[src/hdl/hvsp_pkg.sv]
package hvsp_pkg;
  localparam int DW = 8;
  localparam int AW = 16;
  localparam int RW = 5;
  localparam logic [AW-1:0] ADDR_PORT_FOUR = 16'hFFD4;
  localparam logic [AW-1:0] ADDR_PORT_FIVE = 16'hFFD5;
  localparam logic [AW-1:0] ADDR_SEG_CTRL = 16'hFFD8;
  localparam logic [AW-1:0] ADDR_DIGIT_BEGIN = 16'hFFD9;
  localparam logic [AW-1:0] ADDR_DIR_FOUR = 16'hFFDA;
  localparam logic [AW-1:0] ADDR_DIR_FIVE = 16'hFFDB;
  localparam logic [AW-1:0] ADDR_SUPPLY = 16'hFFDC;
  localparam int FLAG_BIT = 7;
  localparam int RANGE_LSB = 0;
  localparam int ENABLE_BIT = 7;
  localparam int SUPPLY_BIT = 0;
  localparam logic [DW-1:0] DATA_RST = 8'h00;
  localparam logic [DW-1:0] ALL_ONES = 8'hFF;
  localparam logic [RW-1:0] RANGE_RST = 5'h00;
  // Segment number of bit 0; port four counts up, port five counts down
  localparam logic [RW-1:0] SEG_BASE_FOUR = 5'h10;
  localparam logic [RW-1:0] SEG_BASE_FIVE = 5'h0F;
  localparam int SEG_W = 24;

  typedef enum logic [4:0] {
    HVSP_ACTIVE = 5'h01,
    HVSP_SLEEP = 5'h02,
    HVSP_STANDBY = 5'h04,
    HVSP_WATCH = 5'h08,
    HVSP_SUBACTIVE = 5'h10
  } hvsp_mode_e;

  typedef struct packed {
    logic [AW-1:0] addr;
    logic [DW-1:0] wdata;
    logic wr;
    logic rd;
  } hvsp_bus_s;

  typedef struct packed {
    logic [DW-1:0] out;
    logic [DW-1:0] oe;
    logic [DW-1:0] pull_down;
  } hvsp_pins_s;
endpackage

[src/hdl/hvsp_port.sv]
`timescale 1ns/100ps
module hvsp_port (
  input wire logic ref_clk,
  input wire logic rst,
  input wire hvsp_pkg::hvsp_bus_s bus,
  output logic [hvsp_pkg::DW-1:0] rdata,
  input wire hvsp_pkg::hvsp_mode_e mode,
  input wire logic key_scan,
  input wire logic [hvsp_pkg::SEG_W-1:0] seg_in,
  input wire logic [hvsp_pkg::DW-1:0] pin_four_in,
  input wire logic [hvsp_pkg::DW-1:0] pin_five_in,
  output hvsp_pkg::hvsp_pins_s pins_four,
  output hvsp_pkg::hvsp_pins_s pins_five,
  output logic supply_connect,
  output logic supply_gpio_en,
  output logic display_running
);
  localparam int DW = hvsp_pkg::DW;

  typedef struct packed {
    logic [DW-1:0] port_four_data;
    logic [DW-1:0] port_five_data;
    logic [DW-1:0] dir_four;
    logic [DW-1:0] dir_five;
    logic display_master_flag;
    logic [hvsp_pkg::RW-1:0] segment_range_field;
    logic display_enable_bit;
    logic supply_sel;
    logic [DW-1:0] rdata;
    hvsp_pkg::hvsp_pins_s p4;
    hvsp_pkg::hvsp_pins_s p5;
    logic supply_connect;
    logic supply_gpio_en;
  } hvsp_state_s;

  hvsp_state_s st;
  hvsp_state_s next_st;

  logic [DW-1:0] sel_four;
  logic [DW-1:0] sel_five;
  logic [DW-1:0] drive_four;
  logic [DW-1:0] drive_five;
  logic [DW-1:0] segv_four;
  logic [DW-1:0] segv_five;
  logic [DW-1:0] val_four;
  logic [DW-1:0] val_five;
  logic [DW-1:0] en_four;
  logic [DW-1:0] en_five;
  logic [DW-1:0] rd_four;
  logic [DW-1:0] rd_five;
  logic running;

  // Flag and enable both needed, so a flag clear stops driving at once
  assign running = st.display_master_flag && st.display_enable_bit;

  // Range field picks segments 0..range; map each pin to its segment number
  always_comb begin
    for (int i = 0; i < DW; i++) begin
      sel_four[i] = st.display_master_flag
        && ((hvsp_pkg::SEG_BASE_FOUR + i[hvsp_pkg::RW-1:0]) <= st.segment_range_field);
      sel_five[i] = st.display_master_flag
        && ((hvsp_pkg::SEG_BASE_FIVE - i[hvsp_pkg::RW-1:0]) <= st.segment_range_field);
      segv_four[i] = seg_in[hvsp_pkg::SEG_BASE_FOUR + i[hvsp_pkg::RW-1:0]];
      segv_five[i] = seg_in[hvsp_pkg::SEG_BASE_FIVE - i[hvsp_pkg::RW-1:0]];
    end
  end

  // Key scan stops segment drive; the pins fall back to their data and direction registers
  assign drive_four = (running && !key_scan) ? sel_four : '0;
  assign drive_five = (running && !key_scan) ? sel_five : '0;

  hvsp_pin_cell #(.W(DW)) u_cell_four (
    .data(st.port_four_data),
    .dir(st.dir_four),
    .seg_sel(sel_four),
    .seg_drive(drive_four),
    .seg_val(segv_four),
    .pin_in(pin_four_in),
    .drv_val(val_four),
    .drv_en(en_four),
    .rd_val(rd_four)
  );

  hvsp_pin_cell #(.W(DW)) u_cell_five (
    .data(st.port_five_data),
    .dir(st.dir_five),
    .seg_sel(sel_five),
    .seg_drive(drive_five),
    .seg_val(segv_five),
    .pin_in(pin_five_in),
    .drv_val(val_five),
    .drv_en(en_five),
    .rd_val(rd_five)
  );

  always_comb begin
    next_st = st;
    next_st.rdata = hvsp_pkg::DATA_RST;
    if (bus.wr) begin
      case (bus.addr)
        hvsp_pkg::ADDR_PORT_FOUR: next_st.port_four_data = bus.wdata;
        hvsp_pkg::ADDR_PORT_FIVE: next_st.port_five_data = bus.wdata;
        hvsp_pkg::ADDR_DIR_FOUR: next_st.dir_four = bus.wdata;
        hvsp_pkg::ADDR_DIR_FIVE: next_st.dir_five = bus.wdata;
        hvsp_pkg::ADDR_SEG_CTRL: begin
          next_st.display_master_flag = bus.wdata[hvsp_pkg::FLAG_BIT];
          next_st.segment_range_field =
            bus.wdata[hvsp_pkg::RANGE_LSB +: hvsp_pkg::RW];
        end
        hvsp_pkg::ADDR_DIGIT_BEGIN:
          next_st.display_enable_bit = bus.wdata[hvsp_pkg::ENABLE_BIT];
        hvsp_pkg::ADDR_SUPPLY: next_st.supply_sel = bus.wdata[hvsp_pkg::SUPPLY_BIT];
        default: next_st.rdata = hvsp_pkg::DATA_RST;
      endcase
    end
    if (bus.rd) begin
      case (bus.addr)
        hvsp_pkg::ADDR_PORT_FOUR: next_st.rdata = rd_four;
        hvsp_pkg::ADDR_PORT_FIVE: next_st.rdata = rd_five;
        hvsp_pkg::ADDR_DIR_FOUR: next_st.rdata = st.dir_four;
        hvsp_pkg::ADDR_DIR_FIVE: next_st.rdata = st.dir_five;
        hvsp_pkg::ADDR_SEG_CTRL: begin
          next_st.rdata[hvsp_pkg::FLAG_BIT] = st.display_master_flag;
          next_st.rdata[hvsp_pkg::RANGE_LSB +: hvsp_pkg::RW] = st.segment_range_field;
        end
        hvsp_pkg::ADDR_DIGIT_BEGIN:
          next_st.rdata[hvsp_pkg::ENABLE_BIT] = st.display_enable_bit;
        hvsp_pkg::ADDR_SUPPLY: next_st.rdata[hvsp_pkg::SUPPLY_BIT] = st.supply_sel;
        default: next_st.rdata = hvsp_pkg::DATA_RST;
      endcase
    end
    // Pin stage per operating mode; sleep keeps the registered drive
    case (mode)
      hvsp_pkg::HVSP_ACTIVE: begin
        next_st.p4.out = val_four;
        next_st.p4.oe = en_four;
        next_st.p4.pull_down = ~en_four;
        next_st.p5.out = val_five;
        next_st.p5.oe = en_five;
        next_st.p5.pull_down = ~en_five;
        next_st.supply_connect = st.supply_sel;
        next_st.supply_gpio_en = !st.supply_sel;
      end
      hvsp_pkg::HVSP_SLEEP: begin
        next_st.p4 = st.p4;
        next_st.p5 = st.p5;
        next_st.supply_gpio_en = 1'b0;
      end
      default: begin
        next_st.p4.oe = hvsp_pkg::DATA_RST;
        next_st.p4.pull_down = hvsp_pkg::ALL_ONES;
        next_st.p5.oe = hvsp_pkg::DATA_RST;
        next_st.p5.pull_down = hvsp_pkg::ALL_ONES;
        next_st.supply_gpio_en = 1'b0;
      end
    endcase
  end

  always_ff @(posedge ref_clk) begin
    if (rst) begin
      st <= '0;
      st.port_four_data <= hvsp_pkg::DATA_RST;
      st.port_five_data <= hvsp_pkg::DATA_RST;
      st.segment_range_field <= hvsp_pkg::RANGE_RST;
      st.p4.pull_down <= hvsp_pkg::ALL_ONES;
      st.p5.pull_down <= hvsp_pkg::ALL_ONES;
    end else begin
      st <= next_st;
    end
  end

  assign rdata = st.rdata;
  assign pins_four = st.p4;
  assign pins_five = st.p5;
  assign supply_connect = st.supply_connect;
  assign supply_gpio_en = st.supply_gpio_en;
  assign display_running = running;
endmodule // hvsp_port

[src/hdl/hvsp_pin_cell.sv]
`timescale 1ns/100ps
module hvsp_pin_cell #(
  parameter int W = 8
) (
  input wire logic [W-1:0] data,
  input wire logic [W-1:0] dir,
  input wire logic [W-1:0] seg_sel,
  input wire logic [W-1:0] seg_drive,
  input wire logic [W-1:0] seg_val,
  input wire logic [W-1:0] pin_in,
  output logic [W-1:0] drv_val,
  output logic [W-1:0] drv_en,
  output logic [W-1:0] rd_val
);
  always_comb begin
    for (int i = 0; i < W; i++) begin
      if (seg_drive[i]) begin
        drv_val[i] = seg_val[i];
        drv_en[i] = 1'b1;
      end else begin
        drv_val[i] = data[i];
        drv_en[i] = dir[i];
      end
      if (seg_sel[i] || dir[i]) begin
        rd_val[i] = data[i];
      end else begin
        rd_val[i] = pin_in[i];
      end
    end
  end
endmodule // hvsp_pin_cell

[config.mk]
export PLATFORM = sky130hd
export DESIGN_NAME = hvsp_port
export DESIGN_NICKNAME = d
export VERILOG_FILES = /design/src/hdl/hvsp_pkg.sv /design/src/hdl/hvsp_port.sv /design/src/hdl/hvsp_pin_cell.sv
export SDC_FILE = /design/constraint.sdc
export NUM_CORES = 1
export LEC_CHECK = 0
export BUFFER_PORTS_ARGS = -buffer_cell sky130_fd_sc_hd__buf_4
export CAP_MARGIN = 5
export CORE_ASPECT_RATIO = 0.8
export CORE_UTILIZATION = 55
export DETAILED_ROUTE_END_ITERATION = 10
export PLACE_DENSITY = 0.83
export SLEW_MARGIN = 25
export SYNTH_ARGS = -nofsm -noshare
export SYNTH_HDL_FRONTEND = slang
export SYNTH_SLANG_ARGS = --single-unit
[constraint.sdc]
create_clock -name ref_clk -period 3.2 [get_ports ref_clk]
set_input_delay 0.16 -clock ref_clk [delete_from_list [all_inputs] [get_ports ref_clk]]
set_output_delay 0.16 -clock ref_clk [all_outputs]
set_load 0.01 [all_outputs]
Word level (Yosys, flattened, before mapping). Cells that the tools add are included.

Register bits after elaboration: 98. Bits of input ports: 74. Output and inout port bits: 59.

Magnitude comparators: 16. Equality and inequality tests: 9. Multiplexer cells: 57. Bitwise logic cells: 3. Reductions and logical operators: 46.

Operators by type and width (count): $eq 16x16->1 const B (7); $pmux 16 s2 (2); $mux 1 (48); $le 4x5->1 const A (8); $le 5x5->1 const A (8); $mux 8 (3); $pmux 4 s6 (1); $logic_and 1x1->1 (18); $logic_or 1x1->1 (16); $not 8->8 (2); $pmux 1 s7 (2); $reduce_and 2->1 (7); $pmux 2 s5 (1); $eq 5x1->1 const B (1); $eq 5x2->1 const B (1); $reduce_or 2->1 (2); $reduce_or 3->1 (1); $logic_not 1->1 (2); $not 1->1 (1).

Longest topological paths before layout.
Word-level depth: 6. Mapped depth: 7. Mapped depth without buffers: 5.

Cells and area by module. Synthesis repeated with hierarchy kept, for this count alone.

Cell total of the unflattened synthesis: 628. Area, all modules: 5238.8 µm².

Modules (own cells, without submodules): hvsp_port (instances 1, cells an instance 564, area each 4718.3 µm², sequential area each 1961.9 µm²); hvsp_pin_cell (instances 2, cells an instance 32, area each 260.2 µm², sequential area each 0.0 µm²).

Worst setup path after synthesis. Ideal clock, no wire load.

Path kind: reg-to-reg. Start point: register st[64] in the netlist's numbering. End point: register st, in the netlist rdata[6]. Library setup time: 122 ps. Data arrival time: 1632 ps. Required time: 3078 ps. Path slack: 1447 ps. Cell stages (with the launch flop): 6. Clock period less this slack: 1753 ps. Cells stage by stage: dfxtp_1 or4_1 a21oi_1 mux2_2 a221oi_1 nor2_1.

Word-level cells in the longest chain between the ends: 6. Elaborated cells on any way between the ends: 10. Those cells by class: order compare: 2; mux: 4; reduce/logical: 4.

RTL lines: start: declaration (line hvsp_port.sv:36) `hvsp_state_s st;`; start signal: assignment (line hvsp_port.sv:168) `st <= next_st;`; $le 4x5->1 or $le 5x5->1 (tied branches) (line hvsp_port.sv:62, hvsp_port.sv:60); $logic_and 1x1->1, on equally long branches (line hvsp_port.sv:62, hvsp_port.sv:60); $logic_or 1x1->1 (line hvsp_pin_cell.sv:24) `if (seg_sel[i] || dir[i]) begin`; $mux 1 (line hvsp_pin_cell.sv:24); $pmux 2 s5 (*) (line hvsp_port.sv:117) `case (bus.addr)`; $mux 8 (*) (line hvsp_port.sv:116) `if (bus.rd) begin`.

Every way passes the cells marked *; elsewhere a longest branch is shown, timed or not. A chain may end at the register's enable or synchronous reset.

Final worst setup path.
Start point: register st[64] in the netlist's numbering. End point: register st, in the netlist pins_four[2].

Word-level cells in the longest chain between the ends: 6.

RTL lines: $le 5x5->1 (line hvsp_port.sv:60) `&& ((hvsp_pkg::SEG_BASE_FOUR + i[hvsp_pkg::RW-1:0]) <= st.segment_range_field);`; $logic_and 1x1->1 (line hvsp_port.sv:60); $mux 8 (line hvsp_port.sv:69) `assign drive_four = (running && !key_scan) ? sel_four : '0;`; $mux 1 (line hvsp_pin_cell.sv:17) `if (seg_drive[i]) begin`; $not 8->8 (line hvsp_port.sv:137) `next_st.p4.pull_down = ~en_four;`; $pmux 16 s2 (line hvsp_port.sv:133) `case (mode)`.

Every way passes these cells.

==> results_dict.tcl <==
set metrics [dict create \
    remaining_drc_errors 0 \
    hp-class "in2reg" \
    cap_violations 0 \
    synth_top_area_share_pct 39.3 \
    postPlaceCellArea_um2 5510 \
    fin_crit_sh_pct 65.8 \
    antenna_found_initial 0 \
    fin_crit_ps 2110 \
    grt_util_all_layers_pct 28.3 \
    start_util_pct 57.9 \
    crit_chain "nand4b_2 -> nor2b_1 -> o21ai_0 -> o21ai_1 -> nand2_1" \
    syn_area_um2 5000 \
    overflow 0 \
    htree_levels 3 \
    syn_avg_cell_area_um2 8.91 \
    hold_buffers 0 \
    synth_top_flop_cell "dfxtp_1" \
    grt_max_degree 60 \
    clockBufferDepth 2 \
    die_area_um2 9470 \
    cts_resized 0 \
    grt_pass1_wl_um 20000 \
    cts_root_buf "clkbuf_16" \
    die_x_um 109 \
    yosysUniqueCellTypes 60 \
    nNetsFinal 687 \
    peakVddDrop_mv 0.226 \
    drive_gt1_share_pct 27.7 \
    clkSinkCount 98 \
    port_buffers 124 \
    syn_nets 635 \
    endpoint_kind "register" \
    maxSlewHeadroom_pct 47.0 \
    yosys-top-cells-count "98 x dfxtp_1, 72 x nor2_1, 64 x mux2i_1, 59 x buf_4, 45 x nand2_1" \
    ios 133 \
    cts_buffers 9 \
    tritoncts "built" \
    cp_max_fo 15 \
    cp_slowest_cell "dfxtp_1" \
    p_leak_uw 0.00247 \
    die_h_um 87.2 \
    synth.ff_latch_count 98 \
    cp.arrival_ps 2320 \
    drt-pass1-iter-count 6 \
    wl_per_cell_um 18.0 \
    vias 4171 \
    coreArea_um2 8630 \
    synth_edf_count 0 \
    rsz0062_at_grt "no" \
    clk_pin_slew_ps 70 \
    gp_congestion 0.941 \
    fmax_mhz 475 \
    ant_nets 0 \
    ys_seq_area_share_pct 39.3 \
    vias_per_cell 5.71 \
    hold_viol_final 0 \
    fin_setup_tns_ps 0 \
    syn2layout_area_growth_pct 16.7 \
    yosysMostFrequentCell "dfxtp_1" \
    wl_um 13100 \
    slowest_delay_ps 700 \
    fin_skew_ps 12.1 \
    outcome "completed" \
    maxSlewViolCount 0 \
    worstPathRequired_ps 3420 \
    dpl.hpwl_um 9730 \
    cp-start-kind "register" \
    yosysWarnings 0 \
    synth_area_leaders "dfxtp_1 39%, mux2i_1 13%, buf_4 8.9%, nor2_1 5.4%, nand2_1 3.4%" \
    crit_type "reg2reg" \
    grt_pass1_vias 3890 \
    antenna_cells 0 \
    worstSkewPairLatency_ps 350 \
    synthCells 561 \
    cts_setup_buffers 0 \
    num_rows 30 \
    drtIter0Drc 282 \
    yosys.area.top_type "dfxtp_1" \
    postLayoutCellArea_um2 5830 \
    tightest_slew_ps 795 \
    power_density_nw_per_um2 434 \
    asyncSetResetFlopFracSynth_pct 0 \
    setup_viol 0 \
]
==> logic make-up after synthesis <==
| logic type | after synthesis | synth area share (%) |
|---|---|---|
| and+or+nand+nor | 170 | 17.5 |
| AOI/OAI and AO/OA | 123 | 15.4 |
| DFF | 98 | 39.3 |
| buffers and inverters | 94 | 12.2 |
| muxes | 76 | 15.8 |
==> where the power goes <==
group	leakage (uW)	internal (uW)	switching [uW]
clock	0.000157	630	520
sequential	0.000790	1220	3.03
combinational	0.00152	79.5	76.4
==> final cells by class <==
class                           count  area, um2
Clock buffer                        9        225
Clock inverter                      7       95.1
Fill cell                         729       2800
Inverter                            8       30.0
Multi-Input combinational cell    369       2430
Sequential cell                    98       1960
Tap cell                          112        140
Timing Repair Buffer              127        953
==> metal layers <==
metal	track usage, %	part of all wire (%)
met3	4.64	7.2
met5	0	0
met4	9.58	1.4
met1	37.4	43
met2	47.1	48
==> registers in the layout, indices dropped and copies added (netlist names) <==
signal	count
pins_four	24
st	40
supply_gpio_en	1
pins_five	24
supply_connect	1
rdata	8
==> worst max-delay path, delay by kind of cell, from the launching register on <==
| family | cells | cell delay, ps |
|---|---|---|
| simple gates | 3 | 850 |
| flops | 1 | 700 |
| compound gates | 2 | 440 |
==> layout by cell type (no fill, tap or decap), types with 3 or more instances in the layout <==
cell,synthesis,routed
buf_4,59,127
dfxtp_1,98,98
nor2_1,72,72
mux2i_1,64,64
nand2_1,45,45
o21ai_0,33,33
a21oi_1,31,31
o21ai_1,11,11
a211oi_1,11,11
nor2b_1,10,10
clkbuf_16,0,9
inv_1,8,8
mux2_2,8,8
o21bai_1,5,5
nand4_1,4,4
nand2b_1,4,4
o211a_1,4,4
a21o_1,4,4
and2_1,3,3
a31oi_1,3,3
or3_1,3,3
nor2_2,3,3
o21a_1,3,3
a311oi_1,3,3
mux2_1,3,3
==> final timing paths <==
| kind | slack, ps | end | depth (start not counted) | start |
|---|---|---|---|---|
| min reg2reg | 460 | pins_four[9]$_SDFFE_PP0P_ | 2 | pins_four[9]$_SDFFE_PP0P_ |
| max reg2reg | 1090 | pins_four[2]$_SDFFE_PP1P_ | 5 | st[64]$_SDFFE_PP0P_ |
| max | 1090 | pins_four[2]$_SDFFE_PP1P_ | 5 | st[64]$_SDFFE_PP0P_ |
| min | 80 | st[70]$_SDFFE_PP0P_ | 3 | bus[6] |
==> through the flow <==
stage / util, % / hold WS, ps / power [uW] / cells / worst slack, ps
6_report: 67.6 / 84.3 / 2530 / 730 / 1090
5_1_grt: 67.6 / 87.9 / 2600 / 730 / 1000
4_1_cts: 67.6 / 81.1 / 2540 / 730 / 1160
3_5_place_dp: 63.8 / 432 / 1410 / 714 / 1050
3_3_place_gp: 63.8 / 416 / 1410 / 714 / 1150
2_1_floorplan: - / 295 / 1320 / 561 / 1450
(Power assumes the default switching activity.)
